==> src/verilog/rxfc_pkg.sv <==
// Function
// RULE1: With FCS stripping on, the four trailing FCS bytes are removed; with it off they pass.
// RULE2: A frame of eight bytes or fewer keeps its FCS even when stripping is on.
// RULE3: The strip control is changed only while the receive reset is held.
// RULE4: With error suppression off, a bad FCS raises the frame error on the last beat.
// RULE5: With error suppression on, a bad FCS does not raise the frame error but still pulses.
// RULE6: A frame longer than the maximum length is cut at that length and ends with error.
// RULE7: The maximum length lies in 64 to 16383 and its bit 14 is always zero.
// RULE8: A frame shorter than four bytes is dropped whole and nothing of it is delivered.
// RULE9: A frame shorter than the minimum length ends with the frame error raised.
// RULE10: Local fault codes are acted on when fault handling is 1 and ignored when 0.
// RULE11: The primary test-pattern control enables checking against scrambled idle.
// RULE12: The secondary test-pattern enable also enables checking, below the primary.
// RULE13: While checking, a nonzero 8-bit mismatch increment reports each bad word.
// RULE14: The pattern-kind select chooses the expected data pattern for the checker.
package rxfc_pkg;

    // ========================================================================
    // Frame geometry
    localparam logic [14:0] RXFC_RUNT_LEN   = 15'h0004;
    localparam logic [14:0] RXFC_STRIP_MAX  = 15'h0008;
    localparam logic [2:0]  RXFC_FCS_BYTES  = 3'h4;
    localparam logic [2:0]  RXFC_HOLD_BYTES = 3'h5;
    localparam int          RXFC_FIFO_DEPTH = 32;

    // ========================================================================
    // Expected words for the pattern checker, one byte per lane
    localparam logic [63:0] RXFC_PAT_IDLE  = 64'h0707070707070707;
    localparam logic [63:0] RXFC_PAT_LF    = 64'h0100009C0100009C;
    localparam logic [63:0] RXFC_PAT_ZERO  = 64'h0000000000000000;
    localparam logic [7:0]  RXFC_ERR_RESET = 8'h00;

    // ========================================================================
    // Types
    typedef enum logic [1:0] {
        RXFC_PAT_OFF,
        RXFC_PAT_SCR_IDLE,
        RXFC_PAT_DATA_LF,
        RXFC_PAT_DATA_ZERO
    } rxfc_pat_mode_t;

    typedef struct packed {
        logic [7:0] data;
        logic       last;
        logic       err;
    } rxfc_beat_t;

endpackage : rxfc_pkg

==> src/verilog/rxfc_fifo.sv <==
`timescale 1ns/10ps
module rxfc_fifo #(
    parameter int WIDTH = 10,
    parameter int DEPTH = 32
) (
    // Clock and reset
    input  wire logic             ref_clk,
    input  wire logic             rst,
    // Fill side
    input  wire logic             in_valid,
    output logic                  in_ready,
    input  wire logic [WIDTH-1:0] in_data,
    // Drain side
    output logic                  out_valid,
    input  wire logic             out_ready,
    output logic      [WIDTH-1:0] out_data
);
    localparam int AW = $clog2(DEPTH);
    localparam int CW = $clog2(DEPTH + 1);

    logic [WIDTH-1:0] mem_r [DEPTH];
    logic [AW-1:0]    wr_ptr_r;
    logic [AW-1:0]    rd_ptr_r;
    logic [CW-1:0]    count_r;
    logic             wr_en;
    logic             rd_en;

    assign in_ready = (count_r != CW'(DEPTH));
    assign wr_en    = in_valid && in_ready;
    // Output register is refilled as soon as it empties or is taken
    assign rd_en    = (count_r != '0) && (!out_valid || out_ready);

    always_ff @(posedge ref_clk) begin
        if (wr_en) begin
            mem_r[wr_ptr_r] <= in_data;
        end
    end

    always_ff @(posedge ref_clk) begin
        if (rst) begin
            wr_ptr_r <= '0;
            rd_ptr_r <= '0;
            count_r  <= '0;
        end else begin
            if (wr_en) wr_ptr_r <= wr_ptr_r + 1'b1;
            if (rd_en) rd_ptr_r <= rd_ptr_r + 1'b1;
            count_r <= count_r + CW'(wr_en) - CW'(rd_en);
        end
    end

    always_ff @(posedge ref_clk) begin
        if (rst) begin
            out_valid <= 1'b0;
            out_data  <= '0;
        end else if (rd_en) begin
            out_valid <= 1'b1;
            out_data  <= mem_r[rd_ptr_r];
        end else if (out_ready) begin
            out_valid <= 1'b0;
        end
    end

    fifo_full_c : cover property (@(posedge ref_clk) disable iff (rst) !in_ready);

endmodule : rxfc_fifo

==> src/verilog/rxfc_pat_chk.sv <==
`timescale 1ns/10ps
module rxfc_pat_chk (
    // Clock and reset
    input  wire logic        ref_clk,
    input  wire logic        rst,
    // Controls
    input  wire logic        pat_primary,
    input  wire logic        pat_alt,
    input  wire logic        pat_sel,
    // Decoded block stream
    input  wire logic        blk_valid,
    input  wire logic [63:0] blk_data,
    // Mismatch increment
    output logic      [7:0]  err_inc,
    output logic             err_valid
);
    rxfc_pkg::rxfc_pat_mode_t mode;
    logic [63:0]              expect_w;
    logic [7:0]               miss;

    // Primary control wins: it forces scrambled idle whatever the select says
    always_comb begin
        if (pat_primary) begin
            mode = rxfc_pkg::RXFC_PAT_SCR_IDLE;                 // RULE11
        end else if (pat_alt) begin
            mode = pat_sel ? rxfc_pkg::RXFC_PAT_DATA_ZERO       // RULE12
                           : rxfc_pkg::RXFC_PAT_DATA_LF;        // RULE14
        end else begin
            mode = rxfc_pkg::RXFC_PAT_OFF;
        end
    end

    always_comb begin
        case (mode)
            rxfc_pkg::RXFC_PAT_SCR_IDLE:  expect_w = rxfc_pkg::RXFC_PAT_IDLE;
            rxfc_pkg::RXFC_PAT_DATA_LF:   expect_w = rxfc_pkg::RXFC_PAT_LF;
            rxfc_pkg::RXFC_PAT_DATA_ZERO: expect_w = rxfc_pkg::RXFC_PAT_ZERO;
            default:                      expect_w = rxfc_pkg::RXFC_PAT_IDLE;
        endcase
    end

    // One count per mismatched lane, so the increment is never zero on a miss
    always_comb begin
        miss = 8'h00;
        for (int i = 0; i < 8; i++) begin
            miss = miss + 8'(blk_data[i*8 +: 8] != expect_w[i*8 +: 8]);
        end
    end

    always_ff @(posedge ref_clk) begin
        if (rst) begin
            err_inc   <= rxfc_pkg::RXFC_ERR_RESET;
            err_valid <= 1'b0;
        end else begin
            err_valid <= blk_valid && (mode != rxfc_pkg::RXFC_PAT_OFF);
            err_inc   <= (blk_valid && (mode != rxfc_pkg::RXFC_PAT_OFF)) ? miss  // RULE13
                                                                        : 8'h00;
        end
    end

    pat_miss_a : assert property (@(posedge ref_clk) disable iff (rst) // RULE13
        (blk_valid && (pat_primary || pat_alt) && (miss != 8'h00)) |=> (err_inc == $past(miss)))
        else $error("pattern mismatch not reported");
    pat_prio_a : assert property (@(posedge ref_clk) disable iff (rst) // RULE12
        (pat_primary && pat_alt) |-> (expect_w == rxfc_pkg::RXFC_PAT_IDLE))
        else $error("secondary pattern enable overrode primary");
    pat_quiet_a : assert property (@(posedge ref_clk) disable iff (rst) // RULE11
        !(pat_primary || pat_alt) |=> (err_inc == 8'h00))
        else $error("pattern error reported while checking is off");

endmodule : rxfc_pat_chk

==> src/verilog/rxfc_top.sv <==
`timescale 1ns/10ps
module rxfc_top (
    // Clock and reset
    input  wire logic        ref_clk,
    input  wire logic        rst,
    // Frame controls
    input  wire logic        ctl_strip_fcs,
    input  wire logic        ctl_ignore_fcs_err,
    input  wire logic [14:0] ctl_max_len,
    input  wire logic [7:0]  ctl_min_len,
    input  wire logic        ctl_process_lf,
    // Test-pattern controls
    input  wire logic        ctl_test_pattern,
    input  wire logic        ctl_test_pattern_alt,
    input  wire logic        ctl_data_pattern_sel,
    // Byte stream from the PCS
    input  wire logic        pcs_valid,
    output logic             pcs_ready,
    input  wire logic [7:0]  pcs_data,
    input  wire logic        pcs_eof,
    input  wire logic        pcs_fcs_bad,
    input  wire logic        pcs_lf,
    // Decoded block stream for the pattern checker
    input  wire logic        blk_valid,
    input  wire logic [63:0] blk_data,
    // User packet interface
    output logic             usr_valid,
    input  wire logic        usr_ready,
    output logic      [7:0]  usr_data,
    output logic             usr_eof,
    output logic             usr_err,
    // Status
    output logic             stat_bad_fcs,
    output logic             stat_local_fault,
    output logic      [7:0]  stat_test_err,
    output logic             stat_test_err_valid
);

    // ========================================================================
    // Framing state
    typedef enum logic [1:0] {
        ST_RECV,
        ST_FLUSH,
        ST_SKIP
    } rxfc_state_t;

    rxfc_state_t         state_r;
    logic [4:0][7:0]     hold_r;
    logic [2:0]          hold_cnt_r;
    logic [14:0]         len_r;
    logic [2:0]          fl_idx_r;
    logic [2:0]          fl_left_r;
    logic                fl_err_r;
    logic                fl_skip_r;
    logic                stat_bad_fcs_r;
    logic                stat_local_fault_r;

    logic                accept;
    logic                fin_ready;
    logic                fin_valid;
    rxfc_pkg::rxfc_beat_t fin_beat;
    rxfc_pkg::rxfc_beat_t fout_beat;
    logic [14:0]         len_nxt;
    logic [2:0]          cnt_after;
    logic                term;
    logic                runt;
    logic                trunc;
    logic                strip_now;
    logic                under;
    logic                crc_err;
    logic [2:0]          flush_cnt;

    // ========================================================================
    // Frame decisions
    // Five bytes are held back: four may be FCS and the fifth must carry the
    // end marker once the FCS is cut away, which costs five cycles of latency.
    assign pcs_ready = (state_r == ST_SKIP) || ((state_r == ST_RECV) && fin_ready);
    assign accept    = pcs_valid && pcs_ready;
    assign len_nxt   = len_r + 15'h0001;
    assign cnt_after = (hold_cnt_r == rxfc_pkg::RXFC_HOLD_BYTES) ? rxfc_pkg::RXFC_HOLD_BYTES
                                                                  : hold_cnt_r + 3'h1;
    // Reaching the maximum without an end cuts the frame at that length
    assign term      = pcs_eof || (len_nxt == ctl_max_len);                    // RULE6
    assign trunc     = !pcs_eof;
    assign runt      = pcs_eof && (len_nxt < rxfc_pkg::RXFC_RUNT_LEN);         // RULE8
    // The strip control is read live; it is only stable if changed under reset
    assign strip_now = ctl_strip_fcs && pcs_eof                                // RULE3
                       && (len_nxt > rxfc_pkg::RXFC_STRIP_MAX);                // RULE2
    assign under     = (len_nxt < {7'h00, ctl_min_len});                       // RULE9
    assign crc_err   = pcs_eof && pcs_fcs_bad && !ctl_ignore_fcs_err;          // RULE5
    assign flush_cnt = strip_now ? (cnt_after - rxfc_pkg::RXFC_FCS_BYTES)      // RULE1
                                 : cnt_after;

    // ========================================================================
    // Framing sequence
    always_ff @(posedge ref_clk) begin
        if (rst) begin
            state_r <= ST_RECV;
        end else begin
            case (state_r)
                ST_RECV: begin
                    if (accept && term && !runt) begin
                        state_r <= ST_FLUSH;
                    end
                end
                ST_FLUSH: begin
                    if (fin_ready && (fl_left_r == 3'h1)) begin
                        state_r <= fl_skip_r ? ST_SKIP : ST_RECV;
                    end
                end
                ST_SKIP: begin
                    if (accept && pcs_eof) begin
                        state_r <= ST_RECV;
                    end
                end
                default: state_r <= ST_RECV;
            endcase
        end
    end

    always_ff @(posedge ref_clk) begin
        if (rst) begin
            hold_r     <= '0;
            hold_cnt_r <= 3'h0;
            len_r      <= 15'h0000;
        end else if ((state_r == ST_RECV) && accept) begin
            if (hold_cnt_r == rxfc_pkg::RXFC_HOLD_BYTES) begin
                hold_r <= {pcs_data, hold_r[4:1]};
            end else begin
                hold_r[hold_cnt_r] <= pcs_data;
            end
            hold_cnt_r <= term ? 3'h0 : cnt_after;
            len_r      <= term ? 15'h0000 : len_nxt;
        end
    end

    always_ff @(posedge ref_clk) begin
        if (rst) begin
            fl_idx_r  <= 3'h0;
            fl_left_r <= 3'h0;
            fl_err_r  <= 1'b0;
            fl_skip_r <= 1'b0;
        end else if ((state_r == ST_RECV) && accept && term) begin
            fl_idx_r  <= 3'h0;
            fl_left_r <= runt ? 3'h0 : flush_cnt;
            fl_err_r  <= trunc || under || crc_err;                            // RULE4
            fl_skip_r <= trunc;
        end else if ((state_r == ST_FLUSH) && fin_ready) begin
            fl_idx_r  <= fl_idx_r + 3'h1;
            fl_left_r <= fl_left_r - 3'h1;
        end
    end

    // ========================================================================
    // Beats into the buffer
    always_comb begin
        fin_valid = 1'b0;
        fin_beat  = '0;
        if (state_r == ST_FLUSH) begin
            fin_valid     = 1'b1;
            fin_beat.data = hold_r[fl_idx_r];
            fin_beat.last = (fl_left_r == 3'h1);
            fin_beat.err  = (fl_left_r == 3'h1) && fl_err_r;
        end else if ((state_r == ST_RECV) && accept
                     && (hold_cnt_r == rxfc_pkg::RXFC_HOLD_BYTES)) begin
            fin_valid     = 1'b1;
            fin_beat.data = hold_r[0];
        end
    end

    rxfc_fifo #(
        .WIDTH ($bits(rxfc_pkg::rxfc_beat_t)),
        .DEPTH (rxfc_pkg::RXFC_FIFO_DEPTH)
    ) u_fifo (
        .ref_clk   (ref_clk),
        .rst       (rst),
        .in_valid  (fin_valid),
        .in_ready  (fin_ready),
        .in_data   (fin_beat),
        .out_valid (usr_valid),
        .out_ready (usr_ready),
        .out_data  (fout_beat)
    );

    assign usr_data = fout_beat.data;
    assign usr_eof  = fout_beat.last;
    assign usr_err  = fout_beat.err;

    // ========================================================================
    // Status
    // The bad-FCS pulse fires even when the user-side error is suppressed
    always_ff @(posedge ref_clk) begin
        if (rst) begin
            stat_bad_fcs_r <= 1'b0;
        end else begin
            stat_bad_fcs_r <= (state_r == ST_RECV) && accept && pcs_eof && pcs_fcs_bad;  // RULE5
        end
    end

    always_ff @(posedge ref_clk) begin
        if (rst) begin
            stat_local_fault_r <= 1'b0;
        end else begin
            stat_local_fault_r <= ctl_process_lf && pcs_lf;                    // RULE10
        end
    end

    assign stat_bad_fcs     = stat_bad_fcs_r;
    assign stat_local_fault = stat_local_fault_r;

    rxfc_pat_chk u_pat_chk (
        .ref_clk     (ref_clk),
        .rst         (rst),
        .pat_primary (ctl_test_pattern),
        .pat_alt     (ctl_test_pattern_alt),
        .pat_sel     (ctl_data_pattern_sel),
        .blk_valid   (blk_valid),
        .blk_data    (blk_data),
        .err_inc     (stat_test_err),
        .err_valid   (stat_test_err_valid)
    );

    // ========================================================================
    // Checks
    strip_fcs_a : assert property (@(posedge ref_clk) disable iff (rst) // RULE1
        ((state_r == ST_RECV) && accept && pcs_eof && ctl_strip_fcs
         && (len_nxt > rxfc_pkg::RXFC_STRIP_MAX)) |=> (state_r == ST_FLUSH) && (fl_left_r == 3'h1))
        else $error("FCS not stripped from long frame");
    keep_fcs_a : assert property (@(posedge ref_clk) disable iff (rst) // RULE2
        ((state_r == ST_RECV) && accept && pcs_eof && !runt
         && (len_nxt <= rxfc_pkg::RXFC_STRIP_MAX)) |=> (fl_left_r == $past(cnt_after)))
        else $error("FCS removed from short frame");
    crc_flag_a : assert property (@(posedge ref_clk) disable iff (rst) // RULE4
        ((state_r == ST_RECV) && accept && pcs_eof && pcs_fcs_bad && !ctl_ignore_fcs_err
         && !runt) |=> (state_r == ST_FLUSH) && fl_err_r)
        else $error("bad FCS frame ended without error");
    crc_quiet_a : assert property (@(posedge ref_clk) disable iff (rst) // RULE5
        ((state_r == ST_RECV) && accept && pcs_eof && pcs_fcs_bad && ctl_ignore_fcs_err
         && !runt && !under) |=> (!fl_err_r && stat_bad_fcs))
        else $error("suppressed FCS error leaked or pulse missing");
    trunc_len_a : assert property (@(posedge ref_clk) disable iff (rst) // RULE6
        ((state_r == ST_RECV) && accept && !pcs_eof && (len_nxt == ctl_max_len))
        |=> (state_r == ST_FLUSH) && fl_err_r && fl_skip_r)
        else $error("oversize frame not truncated with error");
    runt_drop_a : assert property (@(posedge ref_clk) disable iff (rst) // RULE8
        ((state_r == ST_RECV) && accept && runt) |=> (state_r == ST_RECV) && !fin_valid)
        else $error("runt frame reached the user side");
    under_flag_a : assert property (@(posedge ref_clk) disable iff (rst) // RULE9
        ((state_r == ST_RECV) && accept && pcs_eof && !runt && under) |=> fl_err_r)
        else $error("undersize frame ended without error");
    lf_gate_a : assert property (@(posedge ref_clk) disable iff (rst) // RULE10
        (!ctl_process_lf) |=> !stat_local_fault)
        else $error("local fault reported while handling is off");
    skip_tail_a : assert property (@(posedge ref_clk) disable iff (rst) // RULE6
        (state_r == ST_SKIP) |-> !fin_valid)
        else $error("tail of truncated frame delivered");

    strip_c : cover property (@(posedge ref_clk) disable iff (rst)
        (state_r == ST_RECV) && accept && strip_now);
    trunc_c : cover property (@(posedge ref_clk) disable iff (rst)
        (state_r == ST_RECV) && accept && term && trunc);
    runt_c : cover property (@(posedge ref_clk) disable iff (rst)
        (state_r == ST_RECV) && accept && runt);
    err_out_c : cover property (@(posedge ref_clk) disable iff (rst)
        usr_valid && usr_ready && usr_eof && usr_err);

endmodule : rxfc_top

==> config.mk <==
export PLATFORM = sky130hd
export DESIGN_NAME = rxfc_top
export DESIGN_NICKNAME = d
export VERILOG_FILES = /design/src/verilog/rxfc_pkg.sv /design/src/verilog/rxfc_fifo.sv /design/src/verilog/rxfc_pat_chk.sv /design/src/verilog/rxfc_top.sv
export SDC_FILE = /design/constraint.sdc
export NUM_CORES = 1
export LEC_CHECK = 0
export ABC_AREA = 1
export BUFFER_PORTS_ARGS = -buffer_cell sky130_fd_sc_hd__buf_2
export CORE_AREA = 4 4 255 257
export DETAILED_ROUTE_END_ITERATION = 8
export DIE_AREA = 0 0 259 261
export PLACE_DENSITY_LB_ADDON = 0.05
export SLEW_MARGIN = 20
export SYNTH_ARGS = -nofsm -noshare
export SYNTH_HDL_FRONTEND = slang
export SYNTH_SLANG_ARGS = --single-unit
==> constraint.sdc <==
create_clock -name ref_clk -period 3.95 [get_ports ref_clk]
set_clock_uncertainty 0.15 [all_clocks]
set_input_delay 0.395 -clock ref_clk [delete_from_list [all_inputs] [get_ports ref_clk]]
set_output_delay 0.395 -clock ref_clk [all_outputs]
set_load 0.01 [all_outputs]
==> impl_metrics.tcl <==
set metrics [dict create \
    status "finished, final reports clean" \
    worstMarginPinSlew_ps 1070 \
    wl_um 57100 \
    critPathMaxStageDelay_ps 550 \
    drive_gt1_share_pct 14.4 \
    endpoint_kind "flop" \
    placed_area_um2 20500 \
    synth_edf_count 320 \
    cp.arrival_ps 3680 \
    diodes 0 \
    path_class "input port to flop" \
    cts_made_buffers 48 \
    maxCapViolCount 0 \
    timing.fmax_mhz 302 \
    grt_pass1_wl_um 85800 \
    synth_area_per_cell_um2 10.2 \
    synth_most_common_cell "edfxtp_1" \
    die_h_um 261 \
    dp_hpwl_um 36500 \
    yosysTopAreaCell "edfxtp_1" \
    wire_per_inst_um 19.9 \
    grt_pass1_vias 13900 \
    area.sequential_um2 11700 \
    clkSlewWorstSetupHoldPaths_ps 60 \
    hold_viol_final 0 \
    cts_num_sinks 422 \
    yosys_most_used_dff "edfxtp_1" \
    async_flop_share_pct 0 \
    path_common_cell "fa_1" \
    slew_violations 0 \
    portBuffers 127 \
    grt_max_degree 163 \
    layout_min_cycle_time_ps 3310 \
    cp_data_required_time_ps 4310 \
    synth_warnings 0 \
    setup_violations 0 \
    num_vias 13900 \
    power.leakage_nw 8.06 \
    start_util_pct 29.7 \
    ys_seq_area_share_pct 62.5 \
    track_usage_pct 16.5 \
    fillers 6361 \
    die_width_um 259 \
    worst_hold_path_type "input port to flop" \
    multi_input_area_um2 6130 \
    synth_common_cells "edfxtp_1, nor2_1, o21ai_0, nand2_1, inv_1" \
    clock_latency_ps 590 \
    fin_util_pct 35.3 \
    synth.cell_area_um2 18600 \
    core.rowCount 92 \
    io_pins 132 \
    via_per_inst 4.85 \
    rsz0062_at_grt "false" \
    grt_antenna_before_repair 0 \
    area_delta_synth_final_pct 19.0 \
    cp_slowest_cell "fa_1" \
    post-route-drc-count 0 \
    clock_path_buffers 3 \
    globalRouteOverflowTotal 0 \
    synth_top_area_share_pct 51.6 \
    drtIter0Drc 893 \
    ir_drop_mv 0.292 \
    p_per_area_nw_per_um2 572 \
    drtPass1Iterations 5 \
    cp_cell_sequence "buf_2 > nor2_2 > buf_4 > nand2_1 > xnor2_1 > o2111ai_1 > ha_1 > inv_1 > fa_1 > fa_1 > inv_1 > fa_1 > inv_1 > fa_1 > nor2_1" \
    cts_tree "built" \
    whs_ps 66.6 \
    core_um2 62700 \
    period_share_pct 83.9 \
    synth-seq-cells 422 \
    cp-start-kind "input port" \
    post_cts_resized 0 \
    clock-root-buffer "clkbuf_16" \
    synth_cells 1819 \
    setup_tns_ps 0 \
    ant_nets 0 \
    yosys-top-cells-area "edfxtp_1, dfxtp_1, o21ai_0" \
    place.gp.congestion 0.812 \
    crit_path_max_fanout 9 \
    fp.dieArea_um2 67600 \
    maxSlewHeadroom_pct 28.3 \
    layout.nets 2124 \
    finalInstanceArea_um2 22200 \
    htree_levels 2 \
    synth_cell_types 47 \
]
[worst paths after layout]
check        slack, ps                              end                          from  cells after the start
max                640  u_pat_chk.err_inc[1]$_SDFF_PP0_              ctl_test_pattern                     15
min                 70    u_fifo.out_valid$_SDFFE_PP0P_                     usr_ready                      4
max reg2reg        730     u_fifo.count_r[4]$_SDFF_PP0_  u_fifo.count_r[2]$_SDFF_PP0_                     20
min reg2reg        310           fl_skip_r$_SDFFE_PP0P_        fl_skip_r$_SDFFE_PP0P_                      2
[power by group]
part / switching (mW) / leakage (nW) / total (mW) / internal [mW]
Sequential: 0.143 / 3.78 / 5.16 / 5.01
Combinational: 2.24 / 3.55 / 3.22 / 0.986
Clock: 1.82 / 0.736 / 4.30 / 2.49
[worst max-delay path: cells and delay by family]
kind	cells	cell delay [ps]
buffers and inverters	5	490
and+or+nand+nor	3	320
xor gates and xnor gates	1	160
adders and majority gates	5	2180
AOI/OAI and AO/OA	1	130
[layout make-up]
cell class              instances  area share [%]
clock buffers                  62            5.98
repair buffers                208            5.94
well taps                     846            4.77
multi-input cells            1168            27.6
clock inverters                27           0.813
flip-flops and latches        422            52.6
inverters                     134            2.29
[per-stage QoR]
stage	setup slack (ps)	power [mW]	cells
after floorplan	5.66	7.29	1822
after global placement	46.9	8.52	2764
after detailed placement	31.0	8.54	2764
after CTS	662	12.9	2867
after global routing	311	13.5	2867
final	636	12.7	2867
[kinds of logic after synthesis]
family          count (synthesis)  synth area share [%]
simple gates                  640                  14.4
xor+xnor                       10                 0.544
flops                         422                  62.5
fa+ha+maj                      33                  2.42
compound gates                481                  15.2
other cells                     1                0.0201
buf+inv                       232                  4.91
[registers in the layout, summed over array words and instances (netlist names), 4 cells and up]
name and count:
hold_r 40, len_r 15, u_fifo.count_r 6, u_fifo.mem_r 320
u_fifo.out_data 10, u_fifo.rd_ptr_r 5, u_fifo.wr_ptr_r 5, u_pat_chk.err_inc 4
[placed cells by master, fill, tap and decap left out, drive strengths merged]
cell type	n
edfxtp	320
nor2	307
o21ai	248
nand2	195
buf	194
inv	133
dfxtp	102
a21oi	80
nand3	73
clkbuf	62
o22ai	46
o221ai	34
nand4	28
ha	28
nor3	25
a211oi	24
clkinv	24
a221oi	16
dlygate4sd3	14
o211ai	9
a32o	8
a22oi	8
xor2	5
fa	5
nor4	4
xnor2	4
o2111ai	4
nand3b	4
conb	4
o2111a	2
nor3b	2
clkinvlp	2
bufinv	2
or2	1
and3	1
o21a	1
xnor3	1
a31oi	1
[routing by layer]
metal	track usage, %	vias up	share of wire [%]
li1	-	6855	-
met4	5.38	0	2.7
met1	22.7	6690	46
met3	2.11	91	3.5
met5	0	-	0
met2	27.4	259	47
[repair_timing]
action	in CTS	in global routing
hold buffers	14	0
setup buffers	0	0
endpoints found under the hold margin	21	0
Note: power is estimated with default switching activity, not from simulation.
